--- src/include/mic_defines.svh ---
// Constants of the interrupt controller: register indices, masks, field
// positions, source locators and vector layout.
// Assumes inclusion by bare name from the package and the design files.
`ifndef MIC_DEFINES_SVH
`define MIC_DEFINES_SVH

// ==========================================================================
// Register indices on the register port
`define MIC_REG_EDGE   3'h0
`define MIC_REG_PRI0   3'h1
`define MIC_REG_PRI1   3'h2
`define MIC_REG_PRI2   3'h3
`define MIC_REG_PRI3   3'h4
`define MIC_REG_SHR0   3'h5
`define MIC_REG_SHR1   3'h6
`define MIC_REG_SHR2   3'h7
`define MIC_REG_COUNT  8

// ==========================================================================
// Implemented bits; the rest read as zero
`define MIC_MASK_EDGE  8'h3f
`define MIC_MASK_PRI0  8'h7f
`define MIC_MASK_FULL  8'hff
`define MIC_MASK_HALF  8'h33
`define MIC_RESET_VAL  8'h00

// ==========================================================================
// Fields: global enable, edge-select positions, source nibbles
`define MIC_GIE_BIT    3'h0
`define MIC_PIN0_SEL   1:0
`define MIC_PIN1_SEL   3:2
`define MIC_PIN2_SEL   5:4
`define MIC_FLAG_NIB   7:4
`define MIC_EN_NIB     3:0

// ==========================================================================
// Source locators {register, flag bit, enable bit}, highest priority first
`define MIC_LOC_PIN0   9'({3'h1, 3'h4, 3'h1})
`define MIC_LOC_CMP    9'({3'h1, 3'h5, 3'h2})
`define MIC_LOC_GRP0   9'({3'h1, 3'h6, 3'h3})
`define MIC_LOC_GRP1   9'({3'h2, 3'h4, 3'h0})
`define MIC_LOC_GRP2   9'({3'h2, 3'h5, 3'h1})
`define MIC_LOC_ADC    9'({3'h2, 3'h6, 3'h2})
`define MIC_LOC_TICK0  9'({3'h2, 3'h7, 3'h3})
`define MIC_LOC_TICK1  9'({3'h3, 3'h4, 3'h0})
`define MIC_LOC_PIN1   9'({3'h3, 3'h5, 3'h1})
`define MIC_LOC_SER    9'({3'h3, 3'h6, 3'h2})
`define MIC_LOC_ASYN0  9'({3'h3, 3'h7, 3'h3})
`define MIC_LOC_ASYN1  9'({3'h4, 3'h4, 3'h0})
`define MIC_LOC_PIN2   9'({3'h4, 3'h5, 3'h1})
`define MIC_NUM_SRC    13

// ==========================================================================
// Vector addresses: base plus index times step
`define MIC_VEC_W      8
`define MIC_VEC_BASE   8'h04
`define MIC_VEC_STEP   8'h04

`endif

--- src/include/mic_pkg.sv ---
// Types of the interrupt controller: source events and the core request.
// Assumes mic_defines.svh is on the include path.
`include "mic_defines.svh"
`default_nettype none

package mic_pkg;

  // ========================================================================
  // One-cycle event pulses from the on-chip sources
  typedef struct packed {
    logic comparator;
    logic conversion_done;
    logic tick0;
    logic tick1;
    logic serial_if;
    logic async0;
    logic async1;
    logic timer_a_match_a;
    logic timer_a_match_p;
    logic timer_b_match_a;
    logic timer_b_match_p;
    logic timer_c_match_a;
    logic timer_c_match_p;
    logic timer_d_match_a;
    logic timer_d_match_p;
    logic eeprom_done;
    logic low_supply;
  } mic_src_t;

  // ========================================================================
  // Request handed to the core when an interrupt is accepted
  typedef struct packed {
    logic                  take;
    logic [3:0]            index;
    logic [`MIC_VEC_W-1:0] vector;
  } mic_irq_t;

endpackage

`default_nettype wire

--- src/rtl/mic_edge_detect.sv ---
// Edge detector for one external request pin with a two-bit mode.
// Assumes the pin is already synchronous to clock.
`include "mic_defines.svh"
`default_nettype none

module mic_edge_detect (
  input  wire logic       clock,
  input  wire logic       rst,
  input  wire logic       pin,
  input  wire logic [1:0] mode,
  output logic            hit
);

  logic prev_q;
  logic armed_q;

  // ========================================================================
  // Previous level; armed only after the first sample, no false edge at reset
  always_ff @(posedge clock)
  begin
    if (rst)
    begin
      prev_q  <= 1'b0;
      armed_q <= 1'b0;
    end
    else
    begin
      prev_q  <= pin;
      armed_q <= 1'b1;
    end
  end

  // Bit 0 picks rising, bit 1 falling; 00 turns the pin off
  assign hit = armed_q & ((mode[0] & pin & ~prev_q) | (mode[1] & ~pin & prev_q));

endmodule

`default_nettype wire

--- src/rtl/mic_intc.sv ---
// Interrupt controller: request flags, enables, fixed priority and vectors.
// Assumes a core that pushes irq_ret_addr and jumps on irq.take, and
// sources that pulse their event for one cycle.
//
// Summary of operation
// - Each pin has a two-bit edge mode: off, rising, falling, both.
// - Unimplemented bits of edge, primary and shared registers read zero.
// - A source event sets its request flag; zero means nothing pending.
// - A set flag jumps to its vector only while its enable is one.
// - With the global enable at zero no interrupt is accepted.
// - Accepting pushes the next address and loads the source vector.
// - The service routine ends with a return that pops the saved address.
// - Servicing clears the global enable automatically.
// - Requests during blocking still set their flags and stay pending.
// - Software setting the global enable again allows nesting.
// - No request is acknowledged while the return stack is full.
// - Simultaneous enabled requests are chosen by fixed priority.
// - Some sources vector directly, others through shared group vectors.
// - Any flag newly set by a source event wakes the part from low-power modes; a register write that sets a flag does not.
// - Each timer has separate match A and match P flags and enables.
// - A group flag sets when any member source whose enable is one has an event.
// - Servicing a group vector clears only the group flag.
// - Servicing a direct vector clears that source's flag.
`include "mic_defines.svh"
`default_nettype none

module mic_intc #(
  parameter int PC_W = 14
) (
  input  wire logic              clock,
  input  wire logic              rst,
  input  wire logic [2:0]        reg_addr,
  input  wire logic [7:0]        reg_wdata,
  input  wire logic              reg_wr,
  input  wire logic              reg_rd,
  output logic [7:0]             reg_rdata,
  input  wire logic [2:0]        ext_pin,
  input  wire mic_pkg::mic_src_t src_event,
  input  wire logic              stack_full,
  input  wire logic [PC_W-1:0]   next_pc,
  output mic_pkg::mic_irq_t      irq,
  output logic [PC_W-1:0]        irq_ret_addr,
  output logic                   wake
);

  // ========================================================================
  // Storage and constant tables
  localparam logic [8:0] LOC [`MIC_NUM_SRC] = '{
    `MIC_LOC_PIN0, `MIC_LOC_CMP, `MIC_LOC_GRP0, `MIC_LOC_GRP1, `MIC_LOC_GRP2,
    `MIC_LOC_ADC, `MIC_LOC_TICK0, `MIC_LOC_TICK1, `MIC_LOC_PIN1, `MIC_LOC_SER,
    `MIC_LOC_ASYN0, `MIC_LOC_ASYN1, `MIC_LOC_PIN2};
  localparam logic [7:0] MASK [`MIC_REG_COUNT] = '{
    `MIC_MASK_EDGE, `MIC_MASK_PRI0, `MIC_MASK_FULL, `MIC_MASK_FULL,
    `MIC_MASK_HALF, `MIC_MASK_FULL, `MIC_MASK_FULL, `MIC_MASK_HALF};

  logic [7:0]             regs_q  [`MIC_REG_COUNT];
  logic [7:0]             regs_d  [`MIC_REG_COUNT];
  logic [7:0]             ev      [`MIC_REG_COUNT];
  logic [7:0]             clr     [`MIC_REG_COUNT];
  logic [7:0]             wake_vec[`MIC_REG_COUNT];
  logic [7:0]             rdata_q;
  logic [PC_W-1:0]        ret_q;
  logic                   wake_q;
  mic_pkg::mic_irq_t      irq_q;
  mic_pkg::mic_irq_t      irq_d;

  // ========================================================================
  // External pins: one edge detector each
  logic [2:0] pin_hit;
  logic [5:0] edge_sel;
  assign edge_sel = regs_q[`MIC_REG_EDGE][5:0];

  for (genvar p = 0; p < 3; p++)
  begin : g_pin
    mic_edge_detect u_edge (
      .clock (clock),
      .rst   (rst),
      .pin   (ext_pin[p]),
      .mode  (edge_sel[2*p +: 2]),
      .hit   (pin_hit[p])
    );
  end

  // ========================================================================
  // Group requests: member events gated by member enables
  logic [3:0] shr_ev [3];
  logic [2:0] grp_hit;
  assign shr_ev[0] = {src_event.timer_c_match_a, src_event.timer_c_match_p,
                      src_event.timer_b_match_a, src_event.timer_b_match_p};
  assign shr_ev[1] = {src_event.timer_a_match_a, src_event.timer_a_match_p,
                      src_event.timer_d_match_a, src_event.timer_d_match_p};
  assign shr_ev[2] = {2'b00, src_event.eeprom_done, src_event.low_supply};

  for (genvar g = 0; g < 3; g++)
  begin : g_grp
    assign grp_hit[g] = |(shr_ev[g] & regs_q[`MIC_REG_SHR0 + g][`MIC_EN_NIB]);
  end

  // ========================================================================
  // Event vectors laid over the flag positions of each register
  assign ev[`MIC_REG_EDGE] = 8'h00;
  assign ev[`MIC_REG_PRI0] = {1'b0, grp_hit[0], src_event.comparator, pin_hit[0], 4'h0};
  assign ev[`MIC_REG_PRI1] = {src_event.tick0, src_event.conversion_done,
                              grp_hit[2], grp_hit[1], 4'h0};
  assign ev[`MIC_REG_PRI2] = {src_event.async0, src_event.serial_if,
                              pin_hit[1], src_event.tick1, 4'h0};
  assign ev[`MIC_REG_PRI3] = {2'b00, pin_hit[2], src_event.async1, 4'h0};
  assign ev[`MIC_REG_SHR0] = {shr_ev[0], 4'h0};
  assign ev[`MIC_REG_SHR1] = {shr_ev[1], 4'h0};
  assign ev[`MIC_REG_SHR2] = {shr_ev[2], 4'h0};

  // ========================================================================
  // Pending requests and fixed-priority choice
  logic [`MIC_NUM_SRC-1:0] pend;
  logic                    gie;
  logic                    any_pend;
  logic [3:0]              win;
  logic                    accept;

  for (genvar s = 0; s < `MIC_NUM_SRC; s++)
  begin : g_pend
    assign pend[s] = regs_q[LOC[s][8:6]][LOC[s][5:3]] & regs_q[LOC[s][8:6]][LOC[s][2:0]];
  end

  // Lowest index wins; the order is fixed by the locator table
  function automatic logic [3:0] first_set(input logic [`MIC_NUM_SRC-1:0] v);
    logic [3:0] r;
    r = 4'h0;
    for (int i = `MIC_NUM_SRC - 1; i >= 0; i--)
    begin
      if (v[i])
      begin
        r = 4'(i);
      end
    end
    return r;
  endfunction

  assign gie      = regs_q[`MIC_REG_PRI0][`MIC_GIE_BIT];
  assign any_pend = |pend;
  assign win      = first_set(pend);
  // Stack full only defers; the flag stays and is taken once room returns
  assign accept   = gie & ~stack_full & any_pend;

  assign irq_d.take   = accept;
  assign irq_d.index  = win;
  assign irq_d.vector = `MIC_VEC_BASE + `MIC_VEC_W'(win) * `MIC_VEC_STEP;

  // ========================================================================
  // Next register values: write, then service clear, then events win
  for (genvar r = 0; r < `MIC_REG_COUNT; r++)
  begin : g_reg
    logic [7:0] wr_val;
    assign clr[r] = (accept && LOC[win][8:6] == 3'(r)) ? 8'(8'h01 << LOC[win][5:3]) : 8'h00;
    assign wr_val = (reg_wr && reg_addr == 3'(r)) ? (reg_wdata & MASK[r]) : regs_q[r];
    // Service clears only the chosen flag, so group members stay set
    assign regs_d[r] = ((wr_val & ~clr[r]
                      & ~((accept && r == `MIC_REG_PRI0) ? 8'h01 : 8'h00))
                      | ev[r]) & MASK[r];
    assign wake_vec[r] = ev[r] & ~regs_q[r];
  end

  // ========================================================================
  // Register bank; everything clears to zero
  always_ff @(posedge clock)
  begin
    for (int r = 0; r < `MIC_REG_COUNT; r++)
    begin
      regs_q[r] <= rst ? `MIC_RESET_VAL : regs_d[r];
    end
  end

  // ========================================================================
  // Read port: data in the cycle after the strobe, zero otherwise
  logic [7:0] rd_sel;
  assign rd_sel = reg_rd ? (regs_q[reg_addr] & MASK[reg_addr]) : 8'h00;

  always_ff @(posedge clock)
  begin
    if (rst)
    begin
      rdata_q <= 8'h00;
    end
    else
    begin
      rdata_q <= rd_sel;
    end
  end

  // ========================================================================
  // Core request, return address and wake pulse
  logic wake_any;
  always_comb
  begin
    wake_any = 1'b0;
    for (int r = 0; r < `MIC_REG_COUNT; r++)
    begin
      wake_any = wake_any | (|wake_vec[r]);
    end
  end

  always_ff @(posedge clock)
  begin
    if (rst)
    begin
      irq_q  <= '0;
      ret_q  <= '0;
      wake_q <= 1'b0;
    end
    else
    begin
      irq_q  <= irq_d;
      ret_q  <= accept ? next_pc : ret_q;
      wake_q <= wake_any;
    end
  end

  // The core pops ret_q on its return instruction; nothing to track here
  assign irq          = irq_q;
  assign irq_ret_addr = ret_q;
  assign wake         = wake_q;
  assign reg_rdata    = rdata_q;

  logic [`MIC_NUM_SRC-1:0] pend_q;
  always_ff @(posedge clock)
  begin
    pend_q <= rst ? '0 : pend;
  end
endmodule

`default_nettype wire

--- config.mk ---
export PLATFORM = sky130hd
export DESIGN_NAME = mic_intc
export DESIGN_NICKNAME = d
export VERILOG_FILES = /design/src/include/mic_pkg.sv /design/src/rtl/mic_edge_detect.sv /design/src/rtl/mic_intc.sv
export VERILOG_INCLUDE_DIRS = /design/src /design/src/include
export SDC_FILE = /design/constraint.sdc
export NUM_CORES = 1
export LEC_CHECK = 0
export BUFFER_PORTS_ARGS = -buffer_cell sky130_fd_sc_hd__buf_4
export CAP_MARGIN = 0
export CORE_UTILIZATION = 25
export DETAILED_ROUTE_END_ITERATION = 6
export GPL_TIMING_DRIVEN = 0
export PLACE_DENSITY_LB_ADDON = 0.08
export SLEW_MARGIN = 25
export SYNTH_ARGS = -nofsm -noshare
export SYNTH_HDL_FRONTEND = slang
export SYNTH_HIERARCHICAL = 1
export SYNTH_SLANG_ARGS = --single-unit
--- constraint.sdc ---
create_clock -name clock -period 6.5 [get_ports clock]
set_clock_uncertainty 0.05 [all_clocks]
set_input_delay 1.95 -clock clock [delete_from_list [all_inputs] [get_ports clock]]
set_output_delay 1.95 -clock clock [all_outputs]
set_load 0.03 [all_outputs]
==> results.py <==
metrics = {
    "synthesis": {
        "post-synth-top-area-cell": "dfxtp_1",
        "syn_area_per_cell_um2": 8.59,
        "synth_ff_type": "dfxtp_1",
        "synth_seq_area_share_pct": 39.5,
        "async_reset_ff_share_pct": 0,
        "ys_warn_count": 6,
        "syn_inst": 543,
        "synthTopCellsByArea": "dfxtp_1 39%, nand2_1 9.3%, a21oi_1 6.0%, mux4_2 3.9%, nand3_1 3.2%",
        "synthDistinctLibCells": 65,
        "synth_top_cell_area_share_pct": 39.5,
        "synth_seq_cells": 92,
        "syn-cell-area_um2": 4670,
        "synth-edff-count": 0,
    },
    "final_layout": {
        "ff_latch_area_um2": 1840,
        "fin_util_pct": 32.3,
        "stdcell_area_um2": 5860,
        "area_growth_pct": 25.5,
        "final_cell_mix": "116 x nand2_1, 92 x dfxtp_1, 80 x buf_4",
        "fillers": 1942,
        "diodes": 0,
        "multiInputGateArea_um2": 2560,
        "stdcell_count": 867,
        "drive_gt1_share_pct": 21.8,
        "mostFrequentLayoutCell": "nand2_1",
        "finalNetCount": 693,
    },
    "clocking": {
        "root_buffer": "clkbuf_16",
        "clockBufferDepth": 2,
        "cts_resized": 0,
        "cts_post_setup_buffers_inserted": 0,
        "clock_sinks": 92,
        "cts_tree": "yes",
        "h-tree-depth": 3,
        "cts.clk_slew.worst_paths_ns": 0.07,
        "numCtsBuffers": 9,
        "clk_latency_ns": 0.36,
        "hold_buffers": 0,
    },
    "global_routing": {
        "grt-ovfl-total": 0,
        "grt_pass1_wl_um": 26500,
        "track_usage_pct": 18.5,
        "grt_antenna_before_repair": 0,
        "grt_pass1_vias": 4273,
        "grt_max_degree": 15,
    },
    "die": {
        "ios": 86,
        "rows": 49,
        "fp.dieH_um": 139,
        "start_util_pct": 25.7,
        "die_x_um": 139,
        "dieArea_um2": 19200,
        "core_um2": 18100,
    },
    "routing": {
        "wire_per_inst_um": 20.2,
        "wl_met3_um": 879,
        "wl_um": 17500,
        "via_per_inst": 5.11,
        "routed-wl-met2_um": 8140,
        "remaining_drc_errors": 3,
        "drt-initial-drc-count": 343,
        "top_layer": "met4",
        "vias": 4427,
        "ant_nets": 0,
        "wl_met1_um": 8190,
        "drtPass1Iterations": 7,
    },
    "power_and_ir_drop": {
        "total_power_mw": 1.35,
        "power_density_nw_per_um2": 231,
        "ir_drop_mv": 0.136,
        "leakagePower_nw": 2.43,
    },
    "timing": {
        "fin_tns_setup_ns": 0,
        "worst_slack_ns": 2.67,
        "holdWs_ns": 0.408,
        "hold_viol": 0,
        "tightestPinTransition_ns": 0.748,
        "setup_viol_count_final": 0,
        "slew_viol_final": 0,
        "post-route-period-util_pct": 58.9,
        "slew-limit-headroom_pct": 49.4,
        "fmax_mhz": 261,
        "rsz0062_at_grt": "false",
        "period_minus_slack_ns": 3.83,
    },
    "worst_setup_path": {
        "worstSetupStartpointType": "input pin",
        "cp.arrival_ns": 4.03,
        "crit_type": "input pin to flop",
        "critPathMaxFanout": 9,
        "endpoint_kind": "flop",
        "r2r_slack_ns": 3.04,
        "reg2reg_depth": 11,
        "required_ns": 6.70,
    },
    "hold_path": {
        "hold_depth": 2,
        "min_path_type": "flop to flop",
    },
    "place": {
        "dpl_cell_area_um2": 5540,
        "gp_congestion": 0.871,
        "dpl.hpwl_um": 13400,
        "io_buffers": 77,
        "dp_slack_ns": 2.28,
        "placedCellCount": 851,
    },
    "flow_run": {
        "maxCapViolCount": 0,
    },
    "outcome": {
        "violations": "design-rule violations",
        "status": "finished with violations",
    },
}
==> metal layers <==
layer / vias up / GRT usage, %
met5: - / 0
met4: 0 / 5.67
met3: 25 / 4.25
met2: 148 / 29.8
li1: 2121 / -
met1: 2133 / 24.7
==> final timing paths <==
path | from | end
max | reg_addr[0] | regs_q[2][7]$_SDFF_PP0_
min | irq_ret_addr[1]$_SDFFE_PP0P_ | irq_ret_addr[1]$_SDFFE_PP0P_
max reg2reg | regs_q[3][6]$_SDFF_PP0_ | regs_q[7][5]$_SDFF_PP0_
min reg2reg | irq_ret_addr[1]$_SDFFE_PP0P_ | irq_ret_addr[1]$_SDFFE_PP0P_
==> synth_stat cells, types with 2 or more instances <==
| master | instances |
|---|---|
| mux4_1 | 2 |
| o31a_1 | 6 |
| and3_1 | 3 |
| a311oi_1 | 3 |
| nand2_1 | 116 |
| a41o_1 | 3 |
| buf_6 | 2 |
| nand4b_1 | 6 |
| o21ai_0 | 2 |
| buf_4 | 3 |
| inv_1 | 32 |
| buf_1 | 2 |
| nand3_2 | 3 |
| buf_2 | 5 |
| o31ai_2 | 2 |
| dfxtp_1 | 92 |
| mux4_2 | 8 |
| ha_1 | 10 |
| nand3_1 | 30 |
| clkbuf_1 | 20 |
| a221oi_1 | 6 |
| a22oi_2 | 4 |
| a31oi_1 | 15 |
| nand4_1 | 3 |
| nor4_1 | 2 |
| a21oi_1 | 56 |
| o211ai_1 | 2 |
| o21ai_1 | 2 |
| nor3_1 | 3 |
| o22ai_1 | 10 |
| nor2b_1 | 6 |
| o21ba_1 | 2 |
| a22oi_4 | 2 |
| o41a_1 | 2 |
| nor2_1 | 24 |
| a22o_1 | 7 |
| a22oi_1 | 2 |
| a31o_2 | 3 |
| mux2i_1 | 14 |
| and2_1 | 2 |
| mux2_2 | 2 |
==> critical path, stage by stage <==
cell	delay, ns
buf_4	0.10
clkbuf_1	0.35
inv_1	0.22
ha_1	0.24
clkbuf_1	0.25
nand2_1	0.39
mux2i_1	0.27
a21oi_1	0.10
o41a_1	0.14
==> where the power goes <==
part	internal [mW]	total, mW	leakage [nW]	switching, mW
Sequential	0.582	0.604	0.751	0.0224
Clock	0.346	0.582	0.159	0.236
Combinational	0.0672	0.166	1.52	0.0983
Total	0.995	1.35	2.43	0.356
==> layout make-up <==
class / count / share of cell area (%)
Sequential cell: 92 / 31.4
Inverter: 32 / 2.05
Multi-Input combinational cell: 389 / 43.7
Buffer: 32 / 2.61
Timing Repair Buffer: 77 / 9.87
Tap cell: 229 / 4.89
Clock buffer: 11 / 4.14
Clock inverter: 5 / 1.28
==> cell families (layout without fill, tap and decap cells) <==
logic type | after synthesis | after routing | share of synthesized area [%]
mux | 26 | 26 | 8.47
compound gates | 143 | 143 | 23.0
flops | 92 | 92 | 39.5
fa+ha+maj | 10 | 10 | 2.68
buf+inv | 64 | 157 | 5.84
simple gates | 207 | 207 | 20.4
other cells | 1 | 3 | 0.0804
(Power assumes the default switching activity.)
